`src/rtl/epp_pkg.sv`:
```
// package for the extended parallel port register block
// assumes a synchronous host access port and one 50 MHz clock
package epp_pkg;
  // ****************************************
  // register offsets (11-bit host offset)
  // ****************************************
  localparam logic [10:0] OFS_DATA = 11'h000;
  localparam logic [10:0] OFS_STATUS = 11'h001;
  localparam logic [10:0] OFS_CONTROL = 11'h002;
  localparam logic [10:0] OFS_FIFO = 11'h400;
  localparam logic [10:0] OFS_CFG_B = 11'h401;
  localparam logic [10:0] OFS_EXT_CTRL = 11'h402;
  // ****************************************
  // reset values and constants
  // ****************************************
  localparam logic [7:0] DATA_RST = 8'h00;
  localparam logic [5:0] CONTROL_RST = 6'h00;
  localparam logic [4:0] EXT_CTRL_RST = 5'h05;
  localparam logic [7:0] CFG_A_VALUE = 8'h10;
  localparam int FIFO_DEPTH = 16;
  localparam int TX_FREE_THRESHOLD = 8;
  localparam int RX_FILL_THRESHOLD = 8;
  // ****************************************
  // port modes
  // ****************************************
  typedef enum logic [2:0] {
    EPP_MODE_STD = 3'h0,
    EPP_MODE_BIDIR = 3'h1,
    EPP_MODE_FIFO_STD = 3'h2,
    EPP_MODE_ECP = 3'h3,
    EPP_MODE_EPP = 3'h4,
    EPP_MODE_RSVD = 3'h5,
    EPP_MODE_TEST = 3'h6,
    EPP_MODE_CFG = 3'h7
  } epp_mode_t;
  // peripheral status inputs
  typedef struct packed {
    logic busy;
    logic ack;
    logic paper_error;
    logic select;
    logic fault;
  } epp_status_t;
  // control line outputs
  typedef struct packed {
    logic select_in;
    logic initialise;
    logic autofeed;
    logic strobe;
  } epp_ctrl_lines_t;
endpackage

```
`src/rtl/epp_regs.sv`:
```
// extended parallel port host registers, shared fifo and interrupt control
// assumes host strobes are synchronous one-cycle pulses; the line handshake
// engine outside drains and fills the fifo through the link_* ports
`timescale 1ns/1ns
module epp_regs
  import epp_pkg::*;
#(
  parameter int DEPTH = FIFO_DEPTH,
  parameter logic [2:0] IRQ_CODE = 3'h0,
  parameter logic [2:0] DMA_CODE = 3'h0
)
(
  input wire logic core_clk,
  input wire logic rst_b,
  input wire logic clk_en,
  input wire logic [10:0] host_addr,
  input wire logic [7:0] host_wdata,
  input wire logic host_write_strobe,
  input wire logic host_read_strobe,
  output logic [7:0] host_rdata,
  input wire logic dma_ack,
  input wire logic dma_terminal_count,
  output logic dma_request,
  output logic irq_out,
  input wire logic irq_line_level,
  input wire epp_pkg::epp_status_t line_status,
  output epp_pkg::epp_ctrl_lines_t ctrl_lines,
  input wire logic [7:0] port_data_lines_in,
  output logic [7:0] port_data_lines_out,
  output logic port_data_lines_oe,
  output logic [8:0] link_tx_data,
  output logic link_tx_valid,
  input wire logic link_tx_ready,
  input wire logic [7:0] link_rx_data,
  input wire logic link_rx_valid,
  output logic link_rx_ready,
  output epp_pkg::epp_mode_t port_mode,
  output logic port_reverse
);
  import epp_pkg::*;

  localparam int AW = $clog2(DEPTH);

  // ****************************************
  // state
  // ****************************************
  logic [7:0] port_data_latch, next_port_data_latch;
  logic [5:0] line_control_port, next_line_control_port;
  epp_mode_t mode, next_mode;
  logic fault_interrupt_mask, next_fault_interrupt_mask;
  logic dma_enable_bit, next_dma_enable_bit;
  logic service_interrupt_bit, next_service_interrupt_bit;
  logic [8:0] fifo_mem [DEPTH];
  logic [8:0] next_fifo_mem [DEPTH];
  logic [AW-1:0] rd_ptr, next_rd_ptr, wr_ptr, next_wr_ptr;
  logic [AW:0] count, next_count;
  logic [7:0] last_byte, next_last_byte;
  logic ack_prev, next_ack_prev;
  logic fault_prev, next_fault_prev;
  logic irq_pulse, next_irq_pulse;
  logic [7:0] rdata, next_rdata;

  logic fifo_full, fifo_empty, direction, push, pop;
  logic [8:0] push_word;
  logic wr_data, wr_ctrl, wr_fifo, wr_ecr, rd_fifo, dma_wr, dma_rd;
  logic ack_rise, fault_fall;

  // ****************************************
  // decode
  // ****************************************
  always_comb
  begin
    fifo_full = (count == (AW+1)'(DEPTH));
    fifo_empty = (count == '0);
    direction = line_control_port[5];
    if (mode == EPP_MODE_STD || mode == EPP_MODE_FIFO_STD)
    begin
      direction = 1'b0;
    end
    // strobes act only on enabled edges; the registers freeze otherwise
    wr_data = host_write_strobe && host_addr == OFS_DATA;
    wr_ctrl = host_write_strobe && host_addr == OFS_CONTROL;
    wr_fifo = host_write_strobe && host_addr == OFS_FIFO;
    wr_ecr = host_write_strobe && host_addr == OFS_EXT_CTRL;
    rd_fifo = host_read_strobe && host_addr == OFS_FIFO;
    dma_wr = dma_ack && !direction;
    dma_rd = dma_ack && direction;
  end

  // ****************************************
  // fifo source and sink select
  // ****************************************
  always_comb
  begin
    push = 1'b0;
    pop = 1'b0;
    push_word = {1'b0, host_wdata};
    link_tx_valid = 1'b0;
    link_rx_ready = 1'b0;
    unique case (mode)
      EPP_MODE_FIFO_STD:
      begin
        push = (wr_fifo || dma_wr) && !fifo_full;
        link_tx_valid = !fifo_empty;
        pop = link_tx_valid && link_tx_ready;
      end
      EPP_MODE_ECP:
      begin
        if (!direction)
        begin
          push = (wr_fifo || dma_wr || wr_data) && !fifo_full;
          push_word = {wr_data, host_wdata};
          link_tx_valid = !fifo_empty;
          pop = link_tx_valid && link_tx_ready;
        end
        else
        begin
          link_rx_ready = !fifo_full;
          push = link_rx_valid && !fifo_full;
          push_word = {1'b0, link_rx_data};
          pop = (rd_fifo || dma_rd) && !fifo_empty;
        end
      end
      EPP_MODE_TEST:
      begin
        push = (wr_fifo || dma_wr) && !fifo_full;
        pop = (rd_fifo || dma_rd) && !fifo_empty;
      end
      default:
      begin
        push = 1'b0;
      end
    endcase
    link_tx_data = fifo_mem[rd_ptr];
  end

  // ****************************************
  // line edge detect
  // ****************************************
  always_comb
  begin
    next_ack_prev = line_status.ack;
    next_fault_prev = line_status.fault;
    ack_rise = line_status.ack && !ack_prev;
    fault_fall = fault_prev && !line_status.fault;
  end

  // both lines idle high, so no false edge follows reset
  always_ff @(posedge core_clk or negedge rst_b)
  begin
    if (!rst_b)
    begin
      ack_prev <= 1'b1;
      fault_prev <= 1'b1;
    end
    else if (clk_en)
    begin
      ack_prev <= next_ack_prev;
      fault_prev <= next_fault_prev;
    end
  end

  // ****************************************
  // next state
  // ****************************************
  always_comb
  begin
    next_port_data_latch = port_data_latch;
    next_line_control_port = line_control_port;
    next_mode = mode;
    next_fault_interrupt_mask = fault_interrupt_mask;
    next_dma_enable_bit = dma_enable_bit;
    next_service_interrupt_bit = service_interrupt_bit;
    next_fifo_mem = fifo_mem;
    next_rd_ptr = rd_ptr;
    next_wr_ptr = wr_ptr;
    next_count = count;
    next_last_byte = last_byte;
    next_irq_pulse = 1'b0;
    next_rdata = rdata;

    // the latch only takes writes in the plain port modes
    if (wr_data && (mode == EPP_MODE_STD || mode == EPP_MODE_BIDIR))
    begin
      next_port_data_latch = host_wdata;
    end
    if (wr_ctrl)
    begin
      next_line_control_port = host_wdata[5:0];
    end

    // fifo storage
    if (push)
    begin
      next_fifo_mem[wr_ptr] = push_word;
      next_wr_ptr = (wr_ptr == AW'(DEPTH-1)) ? '0 : wr_ptr + 1'b1;
    end
    if (pop)
    begin
      next_last_byte = fifo_mem[rd_ptr][7:0];
      next_rd_ptr = (rd_ptr == AW'(DEPTH-1)) ? '0 : rd_ptr + 1'b1;
    end
    next_count = count + (AW+1)'(push) - (AW+1)'(pop);

    // host read data
    if (host_read_strobe)
    begin
      unique case (host_addr)
        OFS_DATA: next_rdata = port_data_lines_in;
        OFS_STATUS: next_rdata = {!line_status.busy, line_status.ack,
          line_status.paper_error, line_status.select, line_status.fault,
          3'h0};
        OFS_CONTROL: next_rdata = {2'h0, line_control_port};
        OFS_FIFO:
        begin
          if (mode == EPP_MODE_CFG)
          begin
            next_rdata = CFG_A_VALUE;
          end
          else if (pop)
          begin
            next_rdata = fifo_mem[rd_ptr][7:0];
          end
          else
          begin
            next_rdata = last_byte;
          end
        end
        OFS_CFG_B: next_rdata = (mode == EPP_MODE_CFG) ?
          {1'b0, irq_line_level, IRQ_CODE, DMA_CODE} : 8'h00;
        OFS_EXT_CTRL: next_rdata = {mode, fault_interrupt_mask, dma_enable_bit,
          service_interrupt_bit, fifo_full, fifo_empty};
        default: next_rdata = 8'h00;
      endcase
    end

    // interrupt sources
    if (line_control_port[4] && ack_rise)
    begin
      next_irq_pulse = 1'b1;
    end
    if (!fault_interrupt_mask && fault_fall)
    begin
      next_irq_pulse = 1'b1;
    end

    // extended control
    if (wr_ecr)
    begin
      next_mode = epp_mode_t'(host_wdata[7:5]);
      next_fault_interrupt_mask = host_wdata[4];
      next_dma_enable_bit = host_wdata[3];
      next_service_interrupt_bit = host_wdata[2];
      if (fault_interrupt_mask && !host_wdata[4] && !line_status.fault)
      begin
        next_irq_pulse = 1'b1;
      end
    end
    // the plain port modes 000 and 001 drop whatever is still queued
    if (mode == EPP_MODE_STD || mode == EPP_MODE_BIDIR)
    begin
      next_rd_ptr = '0;
      next_wr_ptr = '0;
      next_count = '0;
    end

    // service events; act only while the registered bit is clear, so a software clear wins its cycle
    if (!service_interrupt_bit)
    begin
      if (dma_enable_bit)
      begin
        if (dma_ack && dma_terminal_count)
        begin
          next_service_interrupt_bit = 1'b1;
          next_irq_pulse = 1'b1;
        end
      end
      else if (!direction && (AW+1)'(DEPTH) - count >= (AW+1)'(TX_FREE_THRESHOLD))
      begin
        next_service_interrupt_bit = 1'b1;
        next_irq_pulse = 1'b1;
      end
      else if (direction && count >= (AW+1)'(RX_FILL_THRESHOLD))
      begin
        next_service_interrupt_bit = 1'b1;
        next_irq_pulse = 1'b1;
      end
    end
  end

  // ****************************************
  // registers
  // ****************************************
  always_ff @(posedge core_clk or negedge rst_b)
  begin
    if (!rst_b)
    begin
      port_data_latch <= DATA_RST;
      line_control_port <= CONTROL_RST;
      mode <= EPP_MODE_STD;
      fault_interrupt_mask <= EXT_CTRL_RST[2];
      dma_enable_bit <= EXT_CTRL_RST[1];
      service_interrupt_bit <= EXT_CTRL_RST[0];
      fifo_mem <= '{default: '0};
      rd_ptr <= '0;
      wr_ptr <= '0;
      count <= '0;
      last_byte <= 8'h00;
      irq_pulse <= 1'b0;
      rdata <= 8'h00;
    end
    else if (clk_en)
    begin
      port_data_latch <= next_port_data_latch;
      line_control_port <= next_line_control_port;
      mode <= next_mode;
      fault_interrupt_mask <= next_fault_interrupt_mask;
      dma_enable_bit <= next_dma_enable_bit;
      service_interrupt_bit <= next_service_interrupt_bit;
      fifo_mem <= next_fifo_mem;
      rd_ptr <= next_rd_ptr;
      wr_ptr <= next_wr_ptr;
      count <= next_count;
      last_byte <= next_last_byte;
      irq_pulse <= next_irq_pulse;
      rdata <= next_rdata;
    end
  end

  // ****************************************
  // outputs
  // ****************************************
  always_comb
  begin
    host_rdata = rdata;
    irq_out = irq_pulse;
    ctrl_lines.strobe = !line_control_port[0];
    ctrl_lines.autofeed = !line_control_port[1];
    ctrl_lines.initialise = line_control_port[2];
    ctrl_lines.select_in = !line_control_port[3];
    // mode 110 shows the last byte taken from the test fifo
    port_data_lines_out = (mode == EPP_MODE_TEST) ? last_byte : port_data_latch;
    port_data_lines_oe = !direction;
    port_mode = mode;
    port_reverse = direction;
    dma_request = dma_enable_bit && !service_interrupt_bit &&
      (direction ? !fifo_empty : !fifo_full) &&
      (mode == EPP_MODE_FIFO_STD || mode == EPP_MODE_ECP || mode == EPP_MODE_TEST);
  end
endmodule

```
`config.mk`:
```
export PLATFORM = sky130hd
export DESIGN_NAME = epp_regs
export DESIGN_NICKNAME = d
export VERILOG_FILES = /design/src/rtl/epp_pkg.sv /design/src/rtl/epp_regs.sv
export SDC_FILE = /design/constraint.sdc
export NUM_CORES = 1
export LEC_CHECK = 0
export BUFFER_PORTS_ARGS = -buffer_cell sky130_fd_sc_hd__buf_2
export CORE_ASPECT_RATIO = 2
export CORE_MARGIN = 2
export CORE_UTILIZATION = 40
export DETAILED_ROUTE_END_ITERATION = 6
export PLACE_DENSITY = 0.57
export REMOVE_ABC_BUFFERS = 1
export SYNTH_ARGS = -nofsm -noshare
export SYNTH_HDL_FRONTEND = slang
export SYNTH_SLANG_ARGS = --single-unit
```
`constraint.sdc`:
```
create_clock -name core_clk -period 4.25 [get_ports core_clk]
set_input_delay 1.0625 -clock core_clk [delete_from_list [all_inputs] [get_ports core_clk]]
set_output_delay 1.0625 -clock core_clk [all_outputs]
set_load 0.05 [all_outputs]
```
==> results of run 1 <==
-- worst max-delay path: cells and delay by family, from the launching register on --
family,cells,cell delay (ns)
muxes,1,0.53
DFF,1,0.53
AOI/OAI and AO/OA,2,0.50
and+or+nand+nor,1,0.14
buffers and inverters,2,0.58
-- final cells by class --
type / count / area [um2]
Sequential cell: 196 / 4911
Clock buffer: 19 / 432.9
Inverter: 39 / 146.4
Timing Repair Buffer: 122 / 732.0
Clock inverter: 13 / 172.7
Multi-Input combinational cell: 607 / 4468
Tap cell: 290 / 362.8
Fill cell: 2309 / 13100
-- cells by family after synthesis --
group | Yosys count | share of synthesized area, %
simple gates | 263 | 12.74
buf+inv | 104 | 4.709
mux | 124 | 18.05
fa+ha+maj | 17 | 2.240
flops | 196 | 49.94
compound gates | 199 | 11.96
xor+xnor | 4 | 0.3563
-- stage by stage --
step | std cells | setup TNS, ns
5_1_grt | 1286 | 0
4_1_cts | 1286 | 0
3_5_place_dp | 1254 | 0
2_1_floorplan | 842 | -0.2614
3_3_place_gp | 1254 | 0
6_report | 1286 | 0
-- how the worst min path moves through the flow --
stage	cells after the start	slack, ns	endpoint
floorplan	2	0.44	fifo_mem[10]$_DFFE_PN0P_
global placement	2	0.46	fifo_mem[38]$_DFFE_PN0P_
detailed placement	2	0.47	fifo_mem[8]$_DFFE_PN0P_
CTS	2	0.48	fifo_mem[8]$_DFFE_PN0P_
global route	2	0.50	fifo_mem[125]$_DFFE_PN0P_
finish	2	0.48	fifo_mem[8]$_DFFE_PN0P_
-- state kept, by name (all words and copies together), names as in the netlist, 3 cells and up --
register / flops
line_control_port: 6
fifo_mem: 144
rd_ptr: 4
host_rdata: 8
port_mode: 3
count: 5
last_byte: 8
port_data_latch: 8
wr_ptr: 4
-- per-layer routing --
metal	track usage, %	share of wire, %	vias to the layer above
met5	0	0	-
met4	10.61	4.6	0
met3	3.650	3.3	59
met2	39.98	56	175
met1	22.28	36	3519
li1	-	-	3359
-- report_power, final --
part	leakage (uW)	switching (uW)	internal, uW
Clock	0.000287	743	937
Sequential	0.00263	5.25	1870
Combinational	0.00243	119	47.1
-- layout by cell type, fill, tap and decap left out, drive strengths merged, types with 2 or more instances in the layout --
master / instances
bufinv: 3
a22o: 2
mux4: 38
buf: 121
nor3: 8
a211o: 7
nand4b: 5
xnor2: 4
a211oi: 10
nor2: 91
nand3: 17
clkinvlp: 3
and2: 3
nor4: 4
mux2i: 40
dfstp: 4
ha: 16
a22oi: 7
nand2: 86
nand2b: 12
o22ai: 9
mux2: 46
clkinv: 2
a21oi: 79
nand4: 3
o21ai: 63
or3: 2
a31oi: 3
nor2b: 9
o31ai: 2
and3: 16
clkbuf: 20
inv: 44
or4: 2
nand3b: 3
dfrtp: 192
a21o: 2
==> results.py, run 1 <==
metrics = {
    "run_status": {
        "outcome": "finished clean",
    },
    "pwr": {
        "ir_worst_vdd_mv": 0.3006,
        "p_leak_uw": 0.005349,
        "power_density_nw_per_um2": 331.7,
        "power.total_uw": 3724,
    },
    "place": {
        "placed_cell_area_um2": 10620,
        "io_buffer_count": 87,
        "place_congestion": 0.8634,
        "dpl.hpwl_mm": 19.64,
        "pre_cts_slack_ns": 0.2942,
    },
    "timing": {
        "hold_viol_final": 0,
        "setup_viol": 0,
        "period_share_pct": 89.99,
        "rsz0062_at_grt": "no",
        "max_freq_mhz": 261.5,
        "worst_slew_pin_slew_ns": 1.285,
        "slew_viol_final": 0,
        "period_minus_slack_ns": 3.824,
        "whs_ns": 0.4790,
        "setup_slack_ns": 0.4255,
        "slew_headroom_pct": 11.89,
        "skew_ns": 0.01109,
    },
    "worst_setup_path": {
        "startpoint": "rd_ptr[0]$_DFFE_PN0P_",
        "startpoint_type": "register",
        "crit_arrival_ns": 2.76,
        "worst_path_largest_cell_delay_ns": 0.53,
        "crit_path_end_kind": "primary output",
        "worstPathCellList": "buf_12, mux4_2, nor2b_1, a211oi_1, a21oi_1, buf_2",
        "worstRegToRegCells": 19,
        "worst-endpoint-required_ns": 3.19,
        "crit_fanout": 25,
        "rr_startpoint": "count[3]$_DFFE_PN0P_",
        "critPathKind": "register to primary output",
        "critPathSlowestCell": "dfrtp_2",
        "reg2reg_setup_slack_ns": 0.70,
        "worstSetupEndpoint": "link_tx_data[5]",
        "r2r_end": "count[4]$_DFFE_PN0P_",
    },
    "cells_and_area": {
        "drive_gt1_share_pct": 25.30,
        "fin_util_pct": 46.15,
        "n_antenna_cell": 0,
        "design_area_um2": 11230,
        "finalNetCount": 1050,
        "syn2layout_area_growth_pct": 14.19,
    },
    "yosys": {
        "synth_seq_cells": 196,
        "synth_most_common_cell": "dfrtp_1",
        "async_flop_share_pct": 100.0,
        "syn_area_um2": 9831,
        "synth_top_area_share_pct": 48.87,
        "yosysTopAreaCell": "dfrtp_1",
        "yosysWarnings": 0,
        "synth_seq_area_share_pct": 49.94,
        "synth_ff_type": "dfrtp_1",
        "synth_common_cells": "192 x dfrtp_1, 91 x nor2_1, 85 x nand2_1",
        "synth_area_per_cell_um2": 10.84,
        "synth.distinct_cells": 63,
        "netlist_instances": 907,
        "synthTopCellsByArea": "dfrtp_1 49%, mux4_2 8.7%, mux2_2 4.7%",
        "synth_edf_count": 0,
    },
    "clock_network": {
        "clkLatencyLatePin_ns": 0.45,
        "post_cts_buffers": 0,
        "h-tree-depth": 4,
        "cts_sinks": 196,
        "cts-buffers-inserted": 17,
        "postCtsResizedCells": 0,
        "hold_buffers": 0,
        "ctsLongestPathBuffers": 2,
        "clk_pin_slew_ns": 0.07,
        "root_buffer": "clkbuf_16",
        "tritoncts": "built",
    },
    "floorplan": {
        "dieArea_um2": 25920,
        "die_y_um": 225.7,
        "start_util_pct": 40.42,
        "die_w_um": 114.9,
        "num_rows": 81,
        "core-area_um2": 24320,
        "ios": 88,
    },
    "worst_hold_path": {
        "hp-start": "fifo_mem[8]$_DFFE_PN0P_",
        "hold_path.class": "register to register",
    },
    "detailed_routing": {
        "routed_wl_mm": 26.47,
        "viasPerCell": 5.530,
        "ant_nets": 0,
        "wl_per_cell_um": 20.58,
        "firstDrtPassIters": 4,
        "drcViolationCount": 0,
        "drt_iter0_drc": 414,
        "routed-via-count": 7112,
    },
    "grt": {
        "grt-ovfl-total": 0,
        "grt_max_degree": 81,
        "grt_pass1_vias": 7363,
        "grt_pass1_wl_mm": 41.48,
        "grt_use_total_pct": 21.31,
        "antenna_found_initial": 0,
    },
    "run": {
        "maxCapViolCount": 0,
    },
}
Note: power is estimated with default switching activity, not from simulation.
==> run 2: changes to the inputs <==
Settings changed: CTS_BUF_LIST from default to sky130_fd_sc_hd__clkbuf_8 sky130_fd_sc_hd__clkbuf_16.
==> run 2 against run 1 <==
Cell area is the same; sequential power is essentially flat; hold slack is the same; largest cell class unchanged.
==> results.py, run 2 (synthesis results as in run 1) <==
metrics = {
    "floorplan": {
        "ios": 88,
        "core-area_um2": 24320,
        "die_w_um": 114.9,
        "die_y_um": 225.7,
        "start_util_pct": 40.42,
        "dieArea_um2": 25920,
        "num_rows": 81,
    },
    "cells_and_area": {
        "regMostFlops": "fifo_mem",
        "n_antenna_cell": 0,
        "design_area_um2": 11230,
        "finalNetCount": 1050,
        "num-fill-cells": 2309,
        "final_cell_mix": "191 x dfrtp_1, 91 x nor2_1, 86 x buf_2",
        "layout.cells.non_filler": 1286,
        "mostFrequentLayoutCell": "dfrtp_1",
        "syn2layout_area_growth_pct": 14.19,
        "drive_gt1_share_pct": 25.30,
        "largest_register_ffs": 144,
    },
    "place": {
        "place_congestion": 0.8634,
        "dpl.hpwl_mm": 19.64,
        "placed_cells": 1254,
        "pre_cts_slack_ns": 0.2942,
        "placed_cell_area_um2": 10620,
        "io_buffer_count": 87,
    },
    "timing": {
        "rsz0062_at_grt": "no",
        "skew_ns": 0.01109,
        "tns_ns": 0,
        "hold_viol_final": 0,
        "max_freq_mhz": 261.5,
        "period_minus_slack_ns": 3.824,
        "slew_headroom_pct": 11.89,
        "period_share_pct": 89.99,
        "setup_viol": 0,
        "worst_slew_pin_slew_ns": 1.285,
        "setup_slack_ns": 0.4255,
        "slew_viol_final": 0,
    },
    "clock_network": {
        "root_buffer": "clkbuf_16",
        "clk_pin_slew_ns": 0.07,
        "ctsLongestPathBuffers": 2,
        "h-tree-depth": 4,
        "cts_sinks": 196,
        "cts-buffers-inserted": 17,
        "clkLatencyLatePin_ns": 0.45,
        "postCtsResizedCells": 0,
        "tritoncts": "built",
        "hold_buffers": 0,
        "post_cts_buffers": 0,
    },
    "detailed_routing": {
        "viasPerCell": 5.526,
        "drcViolationCount": 0,
        "drt_iter0_drc": 411,
        "ant_nets": 0,
        "routed-via-count": 7107,
        "firstDrtPassIters": 4,
        "routed_wl_mm": 26.46,
        "wl_per_cell_um": 20.57,
    },
    "pwr": {
        "ir_worst_vdd_mv": 0.3006,
        "power.total_uw": 3719,
        "power_density_nw_per_um2": 331.3,
        "p_leak_uw": 0.005357,
    },
    "grt": {
        "grt_use_total_pct": 21.31,
        "antenna_found_initial": 0,
        "grt_pass1_wl_mm": 41.48,
        "grt_max_degree": 81,
        "grt_pass1_vias": 7363,
        "grt-ovfl-total": 0,
    },
    "run": {
        "maxCapViolCount": 0,
    },
    "worst_setup_path": {
        "critPathKind": "register to primary output",
        "worst-endpoint-required_ns": 3.19,
        "crit_arrival_ns": 2.76,
        "critPathSlowestCell": "dfrtp_2",
        "worstPathCellList": "buf_12, mux4_2, nor2b_1, a211oi_1, a21oi_1, buf_2",
        "startpoint_type": "register",
        "crit_path_end_kind": "primary output",
        "worst_path_largest_cell_delay_ns": 0.53,
        "crit_fanout": 25,
    },
    "worst_hold_path": {
        "hold_path.class": "register to register",
    },
    "run_status": {
        "outcome": "finished clean",
    },
}
==> run 2: cell types whose count changed in the layout (fill, tap and decap cells not counted), sizes merged <==
cell / before / now
clkbuf: 20 / 18
inv: 44 / 46
==> run 2: area by class of cell <==
type / instances / area, um2 / share of cell area, %
clock inverter: 15 / 180.2 / 1.605
tap: 290 / 362.8 / 3.232
multi-input combinational: 607 / 4468 / 39.80
sequential: 196 / 4911 / 43.75
timing repair buffer: 122 / 732.0 / 6.520
inverter: 39 / 146.4 / 1.304
clock buffer: 17 / 425.4 / 3.790
==> run 2: power by group <==
group / total, uW / internal, uW / switching [uW]
registers: 1880 / 1870 / 5.25
logic: 166 / 47.1 / 118
clock network: 1680 / 932 / 743
total: 3720 / 2850 / 867
==> run 2: worst max-delay path, delay by kind of cell (launching register included) <==
kind	cells	cell delay [ns]
compound gates	2	0.50
buf+inv	2	0.58
flops	1	0.53
mux	1	0.53
simple gates	1	0.14
==> run 2: worst paths after layout <==
check | start | to | slack (ns) | cells after the start
min | fifo_mem[8]$_DFFE_PN0P_ | fifo_mem[8]$_DFFE_PN0P_ | 0.48 | 2
max in group asynchronous | rst_b | fifo_mem[135]$_DFFE_PN0P_ | 2.69 | 2
max | rd_ptr[0]$_DFFE_PN0P_ | link_tx_data[5] | 0.43 | 6
max reg2reg | count[3]$_DFFE_PN0P_ | count[4]$_DFFE_PN0P_ | 0.71 | 19
min reg2reg | fifo_mem[8]$_DFFE_PN0P_ | fifo_mem[8]$_DFFE_PN0P_ | 0.48 | 2
min in group asynchronous | rst_b | wr_ptr[0]$_DFFE_PN0P_ | 0.62 | 1
==> run 2: metal layers <==
layer	global-route usage (%)	vias to the layer above	wire length, um
li1	-	3359	-
met1	22.28	3520	9632
met2	39.98	169	14740
met3	3.650	59	862
met4	10.61	0	1224
met5	0	-	0
==> run 2: metrics by stage <==
stage	util (%)	hold slack (ns)
floorplan	-	0.4446
global placement	43.66	0.4566
detailed placement	43.66	0.4652
CTS	46.15	0.4816
global route	46.15	0.5022
finish	46.15	0.4790
